**config.mk**
```make
export PLATFORM = sky130hd
export DESIGN_NAME = rcc_top
export DESIGN_NICKNAME = d
export VERILOG_FILES = /design/src/hdl/rcc_div.v /design/src/hdl/rcc_top.v
export VERILOG_INCLUDE_DIRS = /design/src /design/src/hdl
export SDC_FILE = /design/constraint.sdc
export NUM_CORES = 1
export LEC_CHECK = 0
export BUFFER_PORTS_ARGS = -buffer_cell sky130_fd_sc_hd__buf_2
export CAP_MARGIN = 10
export CELL_PAD_IN_SITES_DETAIL_PLACEMENT = 1
export CELL_PAD_IN_SITES_GLOBAL_PLACEMENT = 2
export CORE_MARGIN = 2
export CORE_UTILIZATION = 40
export DETAILED_ROUTE_END_ITERATION = 8
export PLACE_DENSITY = 0.83
export REMOVE_ABC_BUFFERS = 1
export SLEW_MARGIN = 15
export SYNTH_ARGS = -nofsm -noshare
export SYNTH_HDL_FRONTEND = slang
export SYNTH_HIERARCHICAL = 1
export SYNTH_SLANG_ARGS = --single-unit
```
**constraint.sdc**
```tcl
create_clock -name i_clk_sys -period 25 [get_ports i_clk_sys]
set_clock_uncertainty 0.2 [all_clocks]
set_input_delay 1.25 -clock i_clk_sys [delete_from_list [all_inputs] [get_ports i_clk_sys]]
set_output_delay 1.25 -clock i_clk_sys [all_outputs]
set_load 0.01 [all_outputs]
```
**src/hdl/rcc_map.vh**
```
`ifndef RCC_MAP_VH
`define RCC_MAP_VH
// pointer addresses
`define RCC_ADDR_IDEAL    8'h23
`define RCC_ADDR_MAKER_ID 8'hfe
`define RCC_ADDR_OFFSET   8'h11
`define RCC_ADDR_CHAN_EN  8'h16
`define RCC_ADDR_CFG_RD   8'h03
`define RCC_ADDR_CFG_WR   8'h09
// field positions
`define RCC_CHAN_REMOTE_BIT 1
`define RCC_CFG_RANGE_BIT   2
// reset values
`define RCC_IDEAL_RST    8'h00
`define RCC_OFFSET_RST   12'h000
`define RCC_CHAN_EN_RST  8'h03
`define RCC_CFG_RST      8'h00
// ideality scale: nominal 1.008 held as q2.16, base count 2088
`define RCC_IDEAL_NOM_Q  18'h1020c
`define RCC_IDEAL_BASE   12'h828
// extended range adds 64 degrees (64 * 16 lsb)
`define RCC_EXT_SHIFT    12'h400
`endif

```
**src/hdl/rcc_div.v**
```verilog
`timescale 1ns/1ps
// ****************************************
// sequential restoring divider
// ****************************************
module rcc_div #(
    parameter NW = 32,
    parameter DW = 12
) (
    input  wire          i_clk_sys,
    input  wire          i_rst_n,
    input  wire          i_start,
    input  wire [NW-1:0] i_num,
    input  wire [DW-1:0] i_den,
    output reg           o_done,
    output reg  [NW-1:0] o_quo
);
    reg [NW-1:0] num_q;
    reg [DW:0]   rem_q;
    reg [5:0]    cnt_q;
    reg          busy_q;
    wire [DW:0]  trial = {rem_q[DW-1:0], num_q[NW-1]};

    // one quotient bit per cycle, NW cycles per divide
    always @(posedge i_clk_sys or negedge i_rst_n)
    begin
        if (!i_rst_n)
        begin
            num_q  <= {NW{1'b0}};
            rem_q  <= {(DW+1){1'b0}};
            cnt_q  <= 6'h00;
            busy_q <= 1'b0;
            o_done <= 1'b0;
            o_quo  <= {NW{1'b0}};
        end
        else
        begin
            o_done <= 1'b0;
            if (i_start && !busy_q)
            begin
                num_q  <= i_num;
                rem_q  <= {(DW+1){1'b0}};
                cnt_q  <= NW[5:0];
                busy_q <= 1'b1;
            end
            else if (busy_q)
            begin
                if (trial >= {1'b0, i_den})
                begin
                    rem_q <= trial - {1'b0, i_den};
                    num_q <= {num_q[NW-2:0], 1'b1};
                end
                else
                begin
                    rem_q <= trial;
                    num_q <= {num_q[NW-2:0], 1'b0};
                end
                cnt_q <= cnt_q - 6'h01;
                if (cnt_q == 6'h01)
                begin
                    busy_q <= 1'b0;
                    o_done <= 1'b1;
                    o_quo  <= (trial >= {1'b0, i_den}) ? {num_q[NW-2:0], 1'b1} : {num_q[NW-2:0], 1'b0};
                end
            end
        end
    end
endmodule

```
**src/hdl/rcc_top.v**
```verilog
`timescale 1ns/1ps
`include "rcc_map.vh"
module rcc_top #(
    parameter [7:0] MAKER_ID = 8'h5a  // arbitrary neutral value
) (
    input  wire        i_clk_sys,
    input  wire        i_rst_n,
    input  wire        i_wr,
    input  wire        i_rd,
    input  wire [7:0]  i_ptr,
    input  wire [7:0]  i_wdata,
    input  wire        i_conv_start,
    input  wire        i_conv_remote,
    input  wire [11:0] i_raw_temp,
    output reg  [7:0]  o_rdata,
    output reg         o_rvalid,
    output reg         o_busy,
    output reg         o_res_valid,
    output reg         o_res_remote,
    output reg  [11:0] o_res_temp,
    output reg  [17:0] o_ideal_eff
);
    // ****************************************
    // registers
    // ****************************************
    // register images; the offset keeps its written byte in the top eight bits
    reg [7:0]  ideal_q;
    reg [11:0] offset_q;
    reg [7:0]  chan_q;
    reg [7:0]  cfg_q;

    // host writes; maker id pointer has no write path
    always @(posedge i_clk_sys or negedge i_rst_n)
    begin
        if (!i_rst_n)
        begin
            ideal_q  <= `RCC_IDEAL_RST;
            offset_q <= `RCC_OFFSET_RST;
            chan_q   <= `RCC_CHAN_EN_RST;
            cfg_q    <= `RCC_CFG_RST;
        end
        else if (i_wr)
        begin
            case (i_ptr)
                `RCC_ADDR_IDEAL:   ideal_q  <= i_wdata;
                `RCC_ADDR_OFFSET:  offset_q <= {i_wdata, 4'h0};
                `RCC_ADDR_CHAN_EN: chan_q   <= {6'h00, i_wdata[1:0]};
                `RCC_ADDR_CFG_WR:  cfg_q    <= {5'h00, i_wdata[2], 2'h0};
                default:           ideal_q  <= ideal_q;
            endcase
        end
    end

    // ****************************************
    // read path
    // ****************************************
    // read port, one cycle latency; data holds until the next read so a slow
    // host can pick it up late without a second strobe
    always @(posedge i_clk_sys or negedge i_rst_n)
    begin
        if (!i_rst_n)
        begin
            o_rdata  <= 8'h00;
            o_rvalid <= 1'b0;
        end
        else
        begin
            o_rvalid <= i_rd;
            if (i_rd)
            begin
                case (i_ptr)
                    `RCC_ADDR_IDEAL:    o_rdata <= ideal_q;
                    `RCC_ADDR_MAKER_ID: o_rdata <= MAKER_ID;
                    `RCC_ADDR_OFFSET:   o_rdata <= offset_q[11:4];
                    `RCC_ADDR_CHAN_EN:  o_rdata <= chan_q;
                    `RCC_ADDR_CFG_RD:   o_rdata <= cfg_q;
                    default:            o_rdata <= 8'h00;
                endcase
            end
        end
    end

    // ****************************************
    // conversion pipeline
    // ****************************************
    // sequencer states
    localparam ST_IDLE = 2'h0;
    localparam ST_DIV  = 2'h1;
    localparam ST_OUT  = 2'h2;

    reg  [1:0]  st_q;
    reg  [7:0]  adj_snap_q;
    reg  [11:0] off_snap_q;
    reg  [11:0] raw_q;
    reg         range_q;
    reg         div_start_q;
    wire        div_done;
    wire [31:0] div_quo;

    // ****************************************
    // ideality divider
    // ****************************************
    // sign-extended adjust added to base 2088; the sum stays between 1960 and 2215,
    // so it never reaches zero and twelve bits always hold it
    wire [11:0] den = `RCC_IDEAL_BASE + {{4{adj_snap_q[7]}}, adj_snap_q};
    // numerator 1.008*2088 in q2.16, scaled so quotient is q2.16
    wire [31:0] num = {14'h0000, `RCC_IDEAL_NOM_Q} * {20'h00000, `RCC_IDEAL_BASE};

    // serial divide: one quotient bit a cycle trades latency for a small divider
    rcc_div #(.NW(32), .DW(12)) u_div (
        .i_clk_sys (i_clk_sys),
        .i_rst_n   (i_rst_n),
        .i_start   (div_start_q),
        .i_num     (num),
        .i_den     (den),
        .o_done    (div_done),
        .o_quo     (div_quo)
    );

    // ****************************************
    // result arithmetic
    // ****************************************
    // scale a raw reading by eta_eff/1.008, then add the offset; the scaling works on
    // the magnitude so readings below zero are scaled by the same factor as positive ones
    function [11:0] rcc_apply;
        input [11:0] raw;
        input [17:0] eta;
        input [11:0] off;
        input        ext;
        reg   [31:0] prod;
        reg   [11:0] base;
        reg   [11:0] mag;
        reg          neg;
        begin
            // extended encoding carries a 64 degree bias; take it off before scaling
            base = ext ? raw - `RCC_EXT_SHIFT : raw;
            neg  = base[11];
            mag  = neg ? 12'h000 - base : base;
            prod = ({2'b00, mag} * {14'h0000, eta}) / {14'h0000, `RCC_IDEAL_NOM_Q};
            // scaled values past the top of the range wrap; the host must keep
            // the adjustment small enough for its hottest reading
            rcc_apply = (neg ? 12'h000 - prod[11:0] : prod[11:0]) + off + (ext ? `RCC_EXT_SHIFT : 12'h000);
        end
    endfunction

    // ****************************************
    // conversion sequencer
    // ****************************************
    // snapshot settings at start, so later writes wait for the next conversion;
    // a start that arrives while busy is dropped, the host must wait for idle
    // before it asks again
    always @(posedge i_clk_sys or negedge i_rst_n)
    begin
        if (!i_rst_n)
        begin
            st_q         <= ST_IDLE;
            adj_snap_q   <= 8'h00;
            off_snap_q   <= 12'h000;
            raw_q        <= 12'h000;
            range_q      <= 1'b0;
            div_start_q  <= 1'b0;
            o_busy       <= 1'b0;
            o_res_valid  <= 1'b0;
            o_res_remote <= 1'b0;
            o_res_temp   <= 12'h000;
            o_ideal_eff  <= `RCC_IDEAL_NOM_Q;
        end
        else
        begin
            div_start_q <= 1'b0;
            o_res_valid <= 1'b0;
            case (st_q)
                ST_IDLE:
                begin
                    // local results pass straight through
                    if (i_conv_start && !i_conv_remote)
                    begin
                        o_res_valid  <= 1'b1;
                        o_res_remote <= 1'b0;
                        o_res_temp   <= i_raw_temp;
                    end
                    // remote start only with the channel enabled
                    else if (i_conv_start && chan_q[`RCC_CHAN_REMOTE_BIT])
                    begin
                        adj_snap_q  <= ideal_q;
                        off_snap_q  <= offset_q;
                        range_q     <= cfg_q[`RCC_CFG_RANGE_BIT];
                        raw_q       <= i_raw_temp;
                        div_start_q <= 1'b1;
                        o_busy      <= 1'b1;
                        st_q        <= ST_DIV;
                    end
                end
                ST_DIV:
                begin
                    // hold here until the divider hands back the quotient
                    if (div_done)
                    begin
                        o_ideal_eff <= div_quo[17:0];
                        st_q        <= ST_OUT;
                    end
                end
                // result and busy drop land on the same edge
                ST_OUT:
                begin
                    o_res_valid  <= 1'b1;
                    o_res_remote <= 1'b1;
                    o_res_temp   <= rcc_apply(raw_q, o_ideal_eff, off_snap_q, range_q);
                    o_busy       <= 1'b0;
                    st_q         <= ST_IDLE;
                end
                default:
                    st_q <= ST_IDLE;
            endcase
        end
    end
endmodule

```
# == After elaboration in Yosys (flattened, before gate mapping) ==
# Cells that the tools add are included.
# op_classes
add_sub_neg,8
n_mul,1
div,1
magnitude_cmp,1
n_eq_ne,13
muxes,35
bitwise,2
n_reduce_logical,18
# op_table
cell,n
2-to-1 mux 12 bit,7
2-to-1 mux 32 bit,2
case mux 8 bit (5 select lines),1
"divider 30 x 17 -> 32 bit, second input constant",1
multiplier 12 x 18 -> 30 bit,1
case mux 12 bit (2 select lines),1
"subtractor 1 x 12 -> 12 bit, first input constant",2
"equality test 8 x 5 -> 1 bit, second input constant",2
2-to-1 mux 1 bit,14
>= comparator 13 x 12 -> 1 bit,1
adder 12 x 11 -> 12 bit,1
adder 12 bit,1
"adder 12 bit, first input constant",1
2-to-1 mux 6 bit,2
AND reduction 2 bit,6
AND reduction 3 bit,4
"subtractor 12 x 11 -> 12 bit, second input constant",1
subtractor 12 bit,1
2-to-1 mux 11 bit,1
"equality test 8 x 2 -> 1 bit, second input constant",1
"equality test 8 x 4 -> 1 bit, second input constant",1
"equality test 8 x 6 -> 1 bit, second input constant",1
"equality test 8 bit, second input constant",1
"equality test 6 x 1 -> 1 bit, second input constant",1
other kinds (13),24
# totals
regBits,163
in_bits,34
output_inout_bits,42
word_cells,102

# == Depth between registers and ports, before layout ==
# Gate-level depths: netlist of the first run.
# depth
word_depth,11
mapped_depth,104
ltp_nobuf,91

# == Cells and area by module ==
# The synthesis of the first run kept the hierarchy.
# by_module_without_submodules
mod,instances,cells_each,area_each_um2,seq_area_each_um2
rcc_top,1,2436,19641.3,2334.7
rcc_div,1,470,4340.4,2102.0

# == Worst setup path before layout of the first run ==
# No wires, ideal clock.
# synth_path
kind,flip-flop to flip-flop
start,register raw_q[10]
end,register o_res_temp[11]
setup_ps,126
arrival_ps,22695
required_time_ps,24674
slack_ps,1979
stages_incl_launch_ff,92
n_path_buf,6
period_less_slack_ps,23021
path_cell_list,dfrtp_1 nand2b_1 xnor2_1 clkbuf_1 nand2_1 xnor2_1 clkbuf_1 nand2_1 fa_1 fa_1 inv_1 fa_1 fa_1 inv_1 fa_1 inv_1 ha_1 buf_2 (+56 left out) o21ai_1 a21oi_1 nor2_1 ha_1 and2_1 nand3_1 nand2_1 xnor2_1 ha_1 fa_1 a21o_1 a21o_1 a21o_1 a21oi_1 xnor2_1 xnor2_1 xnor2_1 mux2i_1
# synth_between
elab_chain_cells,11
# synth_rtl
element,line_no,rtl
start: declaration,rcc_top.v:94,reg [11:0] raw_q;
start signal: assignment,rcc_top.v:188,raw_q <= i_raw_temp;
subtractor 12 x 11 -> 12 bit (no source line),-,
2-to-1 mux 12 bit (*),rcc_top.v:136,base = ext ? raw - `RCC_EXT_SHIFT : raw;
subtractor 1 x 12 -> 12 bit,rcc_top.v:138,mag = neg ? 12'h000 - base : base;
2-to-1 mux 12 bit,rcc_top.v:138,
multiplier 12 x 18 -> 30 bit,rcc_top.v:139,"prod = ({2'b00, mag} * {14'h0000, eta}) / {14'h0000, `RCC_IDEAL_NOM_Q};"
divider 30 x 17 -> 32 bit,rcc_top.v:139,
subtractor 1 x 12 -> 12 bit,rcc_top.v:142,rcc_apply = (neg ? 12'h000 - prod[11:0] : prod[11:0]) + off + (ext ? `RCC_EXT_SHIFT : 12'h000);
2-to-1 mux 12 bit (*),rcc_top.v:142,
adder 12 bit (*),rcc_top.v:142,
adder 12 x 11 -> 12 bit (*),rcc_top.v:142,
case mux 12 bit (2 select lines) (*),rcc_top.v:172,case (st_q)
end signal: assignment,rcc_top.v:180,o_res_temp <= i_raw_temp;
end signal: assignment,rcc_top.v:208,"o_res_temp <= rcc_apply(raw_q, o_ideal_eff, off_snap_q, range_q);"
end: declaration,rcc_top.v:20,"output reg [11:0] o_res_temp,"
# Every way passes the cells marked *; elsewhere a longest branch is shown, timed or not.
# A chain may end at the register's enable or synchronous reset.

# == Worst setup path after layout of the first run ==
# Ends and elaborated chain as after synthesis.

==> results of run 1 <==
[tightest hold or removal path, cell delays in order, from the launching register on]
cell and delay (ns):
dfrtp_1 0.34, nand2_1 0.05, nand2_1 0.05
[layout make-up]
type                       instances  area share
clock buffer                      18      0.0153
clock inverter                    13     0.00665
inverter                         263      0.0352
multi-input combinational       2341       0.690
sequential                       163       0.146
tap                              765      0.0342
timing repair buffer             289      0.0728
[sequential cells by signal, indices dropped and copies added, names as in the netlist, 6 cells and up]
name         count
ideal_q          8
offset_q         8
off_snap_q       8
o_ideal_eff     18
raw_q           12
u_div/cnt_q      6
o_res_temp      12
u_div/o_quo     18
o_rdata          8
u_div/num_q     32
adj_snap_q       8
u_div/rem_q     12
[final timing paths]
kind / cells past startpoint / end / slack [ns]
min in group asynchronous: 1 / ideal_q[7]$_DFFE_PN0P_ / 0.55
max in group asynchronous: 3 / u_div/busy_q$_DFF_PN0_ / 22.22
worst max-delay path: 94 / o_res_temp[11]$_DFFE_PN0P_ / 0.84
worst min register to register: 2 / o_ideal_eff[15]$_DFFE_PN0P_ / 0.27
worst max register to register: 94 / o_res_temp[11]$_DFFE_PN0P_ / 0.84
worst min-delay path: 2 / o_ideal_eff[15]$_DFFE_PN0P_ / 0.27
[routing by layer]
layer | track usage | wire, um | up-vias
met1 | 0.339 | 35700 | 11326
met5 | 0 | 13 | -
met2 | 0.447 | 39200 | 430
met4 | 0.0716 | 2030 | 2
li1 | - | - | 10448
met3 | 0.0208 | 2140 | 143
[cell usage in the layout, fill, tap and decap left out, types with 27 or more instances in the layout]
cell type and n:
a21oi_1 130, mux2_2 59, nand4_1 37, xor2_1 44, nand2_1 467, ha_1 93
o21ai_0 89, buf_4 207, conb_1 32, o211ai_1 37, a21o_1 27, inv_1 260
fa_1 163, mux2i_1 69, nor2_1 148, dfrtp_1 155, nor3_1 42, nand3_1 65
xnor2_1 89, buf_2 74, and2_1 98
[timing repair]
| item | in CTS | in global routing |
|---|---|---|
| hold buffers | 0 | 0 |
| pin swaps | 8 | 90 |
| setup endpoints to repair | 6 | 8 |
| hold endpoints to repair | 0 | 0 |
| resized for setup | 33 | 204 |
| setup buffers | 9 | 92 |
| cloned | 0 | 2 |
[through the flow]
stage / util / setup slack (ns)
finish: 0.485 / 0.843
CTS: 0.452 / 0.0117
global route: 0.485 / -0.327
global placement: 0.437 / -0.660
detailed placement: 0.437 / -1.11
floorplan: - / -0.0118
==> results.md, run 1 <==
- Post-Syn Area: 23500 um^2
- Total of warnings raised by yosys: 6
- Min-delay src: u_div/o_quo[15]$_DFFE_PN0P_
- DIE WIDTH: 246 um
- Final HPWL DP: 62500 um
- WL final: 79100 um
- Initial Util: 0.406
- Gate Count Post-Synth: 2850
- Worst path bufs/invs: 14
- CTS tree: built
- Final Max Slew Viols: 0
- Fillers: 6898
- Worst path max stage delay: 0.60 ns
- Outcome: finished clean
- Min Clock Period, post-route: 24.16 ns
- Register Area: 4090 um^2
- Crit share post-route: 0.966
- Ports: 76
- Vias in the first global route: 23537
- Crit path from: raw_q[10]$_DFFE_PN0P_
- Largest net degree at the start of global routing: 86
- CP Data Arrival Time: 24.26 ns
- Mean Syn Cell Area: 8.24 um^2
- Fin cells: 3852
- Cells after DPL: 3718
- Clock insertion delay at the later pin of the skew report: 0.43 ns
- Multi-input gate area in the final layout: 19300 um^2
- Nets: 3370
- Iteration-0 DRC Markers: 1085
- Routability congestion estimate: 0.934
- Final instance area: 28000 um^2
- Total track usage: 0.256
- Hold WS: 0.274 ns
- Crit path capture type: flop
- Wire length per cell: 20.5 um
- Final antenna-violating net count: 0
- # rows: 88
- TritonRoute pass-1 iters: 5
- CORE AREA: 57800 um^2
- Initial antenna violation count: 1
- Setup TNS: 0 ns
- Area delta synth->final: 19.4%
- Vias: 22349
- CTS buffer count: 17
- Kind of critical path: flop to flop
- CP startpoint kind: flop
- Share of post-route cells with drive strength above 1: 0.219
- Worst rel slew slack: 0.240
- Die ar.: 60600 um^2
- Via/cell ratio: 5.80
- Required time of the critical path: 25.11 ns
- Critical R2R Launch: raw_q[10]$_DFFE_PN0P_
- Final setup fails: 0
- Max Cap Viol: 0
- H-tree depth: 4
- Worst Hold Class: flop to flop
- Hold Vio Cnt, Final: 0
- Worst-case clock buffer depth: 2
- # clock sinks: 163
- Max Freq: 41.4 MHz
- Clock-pin transition on the worst setup and hold timing paths: 0.07 ns
- Total gr overflow: 0
- DRC Markers: 0
- DP Area: 25300 um^2
- Port Buffer Count: 75
- Crit-path max FO: 18
- Chip height: 246 um
- Wire length of the first global-routing pass: 127000 um
- Clk Tree Root Cell: clkbuf_16
- Crit path top cell by count: buf_4
- CP delay by family, top: compound AO/OA/AOI/OAI gates
- Diode count: 0
- Slew at the pin with the worst max-slew slack: 1.13 ns
- Critical-path top delay cell: or4_1
Power of run 1 is left out: the tool's default activity adds up to more than one toggle a clock period on the data nets, which glitch-free logic cannot reach.
==> run 2: changes to the inputs <==
--- a/config.mk
+++ b/config.mk
@@ -13,7 +13,7 @@
 export CORE_MARGIN = 2
 export CORE_UTILIZATION = 40
 export DETAILED_ROUTE_END_ITERATION = 8
-export PLACE_DENSITY = 0.83
+export PLACE_DENSITY_LB_ADDON = 0.1
 export REMOVE_ABC_BUFFERS = 1
 export SLEW_MARGIN = 15
 export SYNTH_ARGS = -nofsm -noshare
==> run 2 against run 1 <==
  * Critical endpoint unchanged
  * Die area unchanged
  * First-iteration DRC count down 7.1%
  * Via count up 0.11%
  * Global-route usage up 0.28 points
  * Wire length up 1.8%
  * Critical path type unchanged
  * Sequential share of layout area down 0.11 points
  * Critical path depth up 10
  * Worst setup slack better by 0.024 ns
==> results.md, run 2 (synthesized netlist as in run 1, its figures left out) <==
- H-tree depth: 4
- Clock-pin transition on the worst setup and hold timing paths: 0.07 ns
- Worst rel slew slack: 0.289
- Via/cell ratio: 5.77
- Hold Vio Cnt, Final: 0
- Total track usage: 0.259
- Kind of critical path: flop to flop
- TritonRoute pass-1 iters: 5
- Crit path capture type: flop
- Fillers: 6914
- Max reg flops: 32
- WL final: 80600 um
- Final antenna-violating net count: 0
- Iteration-0 DRC Markers: 1008
- Crit share post-route: 0.965
- Port Buffer Count: 75
- Final setup fails: 0
- Min-delay src: u_div/o_quo[9]$_DFFE_PN0P_
- Critical-path top delay cell: fa_1
- CTS tree: built
- Grt met2 use: 0.446
- # clock sinks: 163
- Vias: 22374
- CP startpoint kind: flop
- Nets: 3394
- Largest net degree at the start of global routing: 85
- CTS buffer count: 17
- Worst path max stage delay: 0.55 ns
- Crit path from: raw_q[1]$_DFFE_PN0P_
- Crit path top cell by count: buf_4
- Final HPWL DP: 63100 um
- Worst-case clock buffer depth: 2
- Die ar.: 60600 um^2
- Vias in the first global route: 23303
- Initial antenna violation count: 2
- Crit-path max FO: 18
- Clock insertion delay at the later pin of the skew report: 0.42 ns
- CORE AREA: 57800 um^2
- Chip height: 246 um
- Share of post-route cells with drive strength above 1: 0.230
- Total gr overflow: 0
- Clk Tree Root Cell: clkbuf_16
- CP Data Arrival Time: 24.22 ns
- Outcome: finished clean
- Biggest regs: u_div/num_q: 32 flops, o_ideal_eff: 18 flops, u_div/o_quo: 18 flops
- Max Cap Viol: 0
- Min Clock Period, post-route: 24.13 ns
- Area delta synth->final: 20.3%
- Final Max Slew Viols: 0
- Wire length per cell: 20.8 um
- Wire length of the first global-routing pass: 128000 um
- Ports: 76
- Commonest non-fill, non-tap cell in the layout: nand2_1
- Critical R2R Launch: raw_q[1]$_DFFE_PN0P_
- Worst Hold Class: flop to flop
- Required time of the critical path: 25.08 ns
- Slew at the pin with the worst max-slew slack: 1.06 ns
- Post-layout util: 0.488
- Initial Util: 0.406
- # rows: 88
- DRC Markers: 0
- Grt met1 use: 0.359
- Met3 Use GR: 0.0198
- Top reg by flops: u_div/num_q
- Grt peak-use layer: met2
- Most frequent cells in the layout: 463 x nand2_1, 260 x inv_1, 225 x buf_4
- Max Freq: 41.4 MHz
- DIE WIDTH: 246 um
- Routability congestion estimate: 0.905
-- run 2: changes by cell type in the layout (fill, tap and decap cells not counted), moves of 8 or more --
| cell | before | now |
|---|---|---|
| a21oi_1 | 130 | 122 |
| a21oi_2 | 21 | 29 |
| buf_4 | 207 | 225 |
| buf_6 | 5 | 15 |
-- run 2: layout make-up --
type	instances	area, um^2	area share
clock buffers	20	447	0.0158
well taps	765	957	0.0339
inverters	263	987	0.0350
clock inverters	12	131	0.00465
multi-input cells	2339	19400	0.686
repair buffers	315	2250	0.0796
flip-flops and latches	163	4090	0.145
diodes	1	2.50	0.0000886
-- run 2: layer usage --
layer  vias up  share of wire
li1      10504              -
met1     11402           0.47
met2       379           0.49
met3        87          0.026
met4         2          0.014
met5         -        0.00016
-- run 2: path summary, 6_finish.rpt --
path                                          endpoint  slack [ns]  cells past startpoint
max                         o_res_temp[11]$_DFFE_PN0P_        0.87                    104
min                         o_ideal_eff[9]$_DFFE_PN1P_        0.27                      2
max reg2reg                 o_res_temp[11]$_DFFE_PN0P_        0.87                    104
min reg2reg                 o_ideal_eff[9]$_DFFE_PN1P_        0.27                      2
max in group asynchronous        div_start_q$_DFF_PN0_       22.36                      2
min in group asynchronous  u_div/num_q[23]$_DFFE_PN0P_        0.65                      1
-- run 2: metrics by stage --
step           setup WS [ns]  hold WS [ns]  setup TNS, ns  cells  instance area, um^2
2_1_floorplan        -0.0118         0.239        -0.0118   2765                23000
3_5_place_dp           -1.22         0.259          -3.63   3735                25400
5_1_grt               -0.297         0.302         -0.297   3877                28200
3_3_place_gp          -0.540         0.250         -0.608   3735                25400
6_report               0.868         0.270              0   3878                28200
4_1_cts               0.0252         0.276              0   3778                26200
-- run 2: what timing repair did --
item / in CTS / in global routing
endpoints found under the setup margin: 6 / 8
resized for setup: 36 / 225
pin swaps: 8 / 87
hold buffers: 0 / 0
setup buffers: 11 / 99
cloned: 0 / 0
-- run 2: worst max-delay path: cells and delay by family, from the launching register on --
| kind | cells | cell delay, ns |
|---|---|---|
| multiplexers | 4 | 0.90 |
| adder cells (fa/ha/maj) | 10 | 4.06 |
| buffers and inverters | 20 | 2.95 |
| flip-flops | 1 | 0.42 |
| AND/OR/NAND/NOR | 23 | 4.59 |
| XOR/XNOR | 5 | 0.67 |
| AO/OA/AOI/OAI | 42 | 10.16 |
Power of run 2 is left out for the same reason.
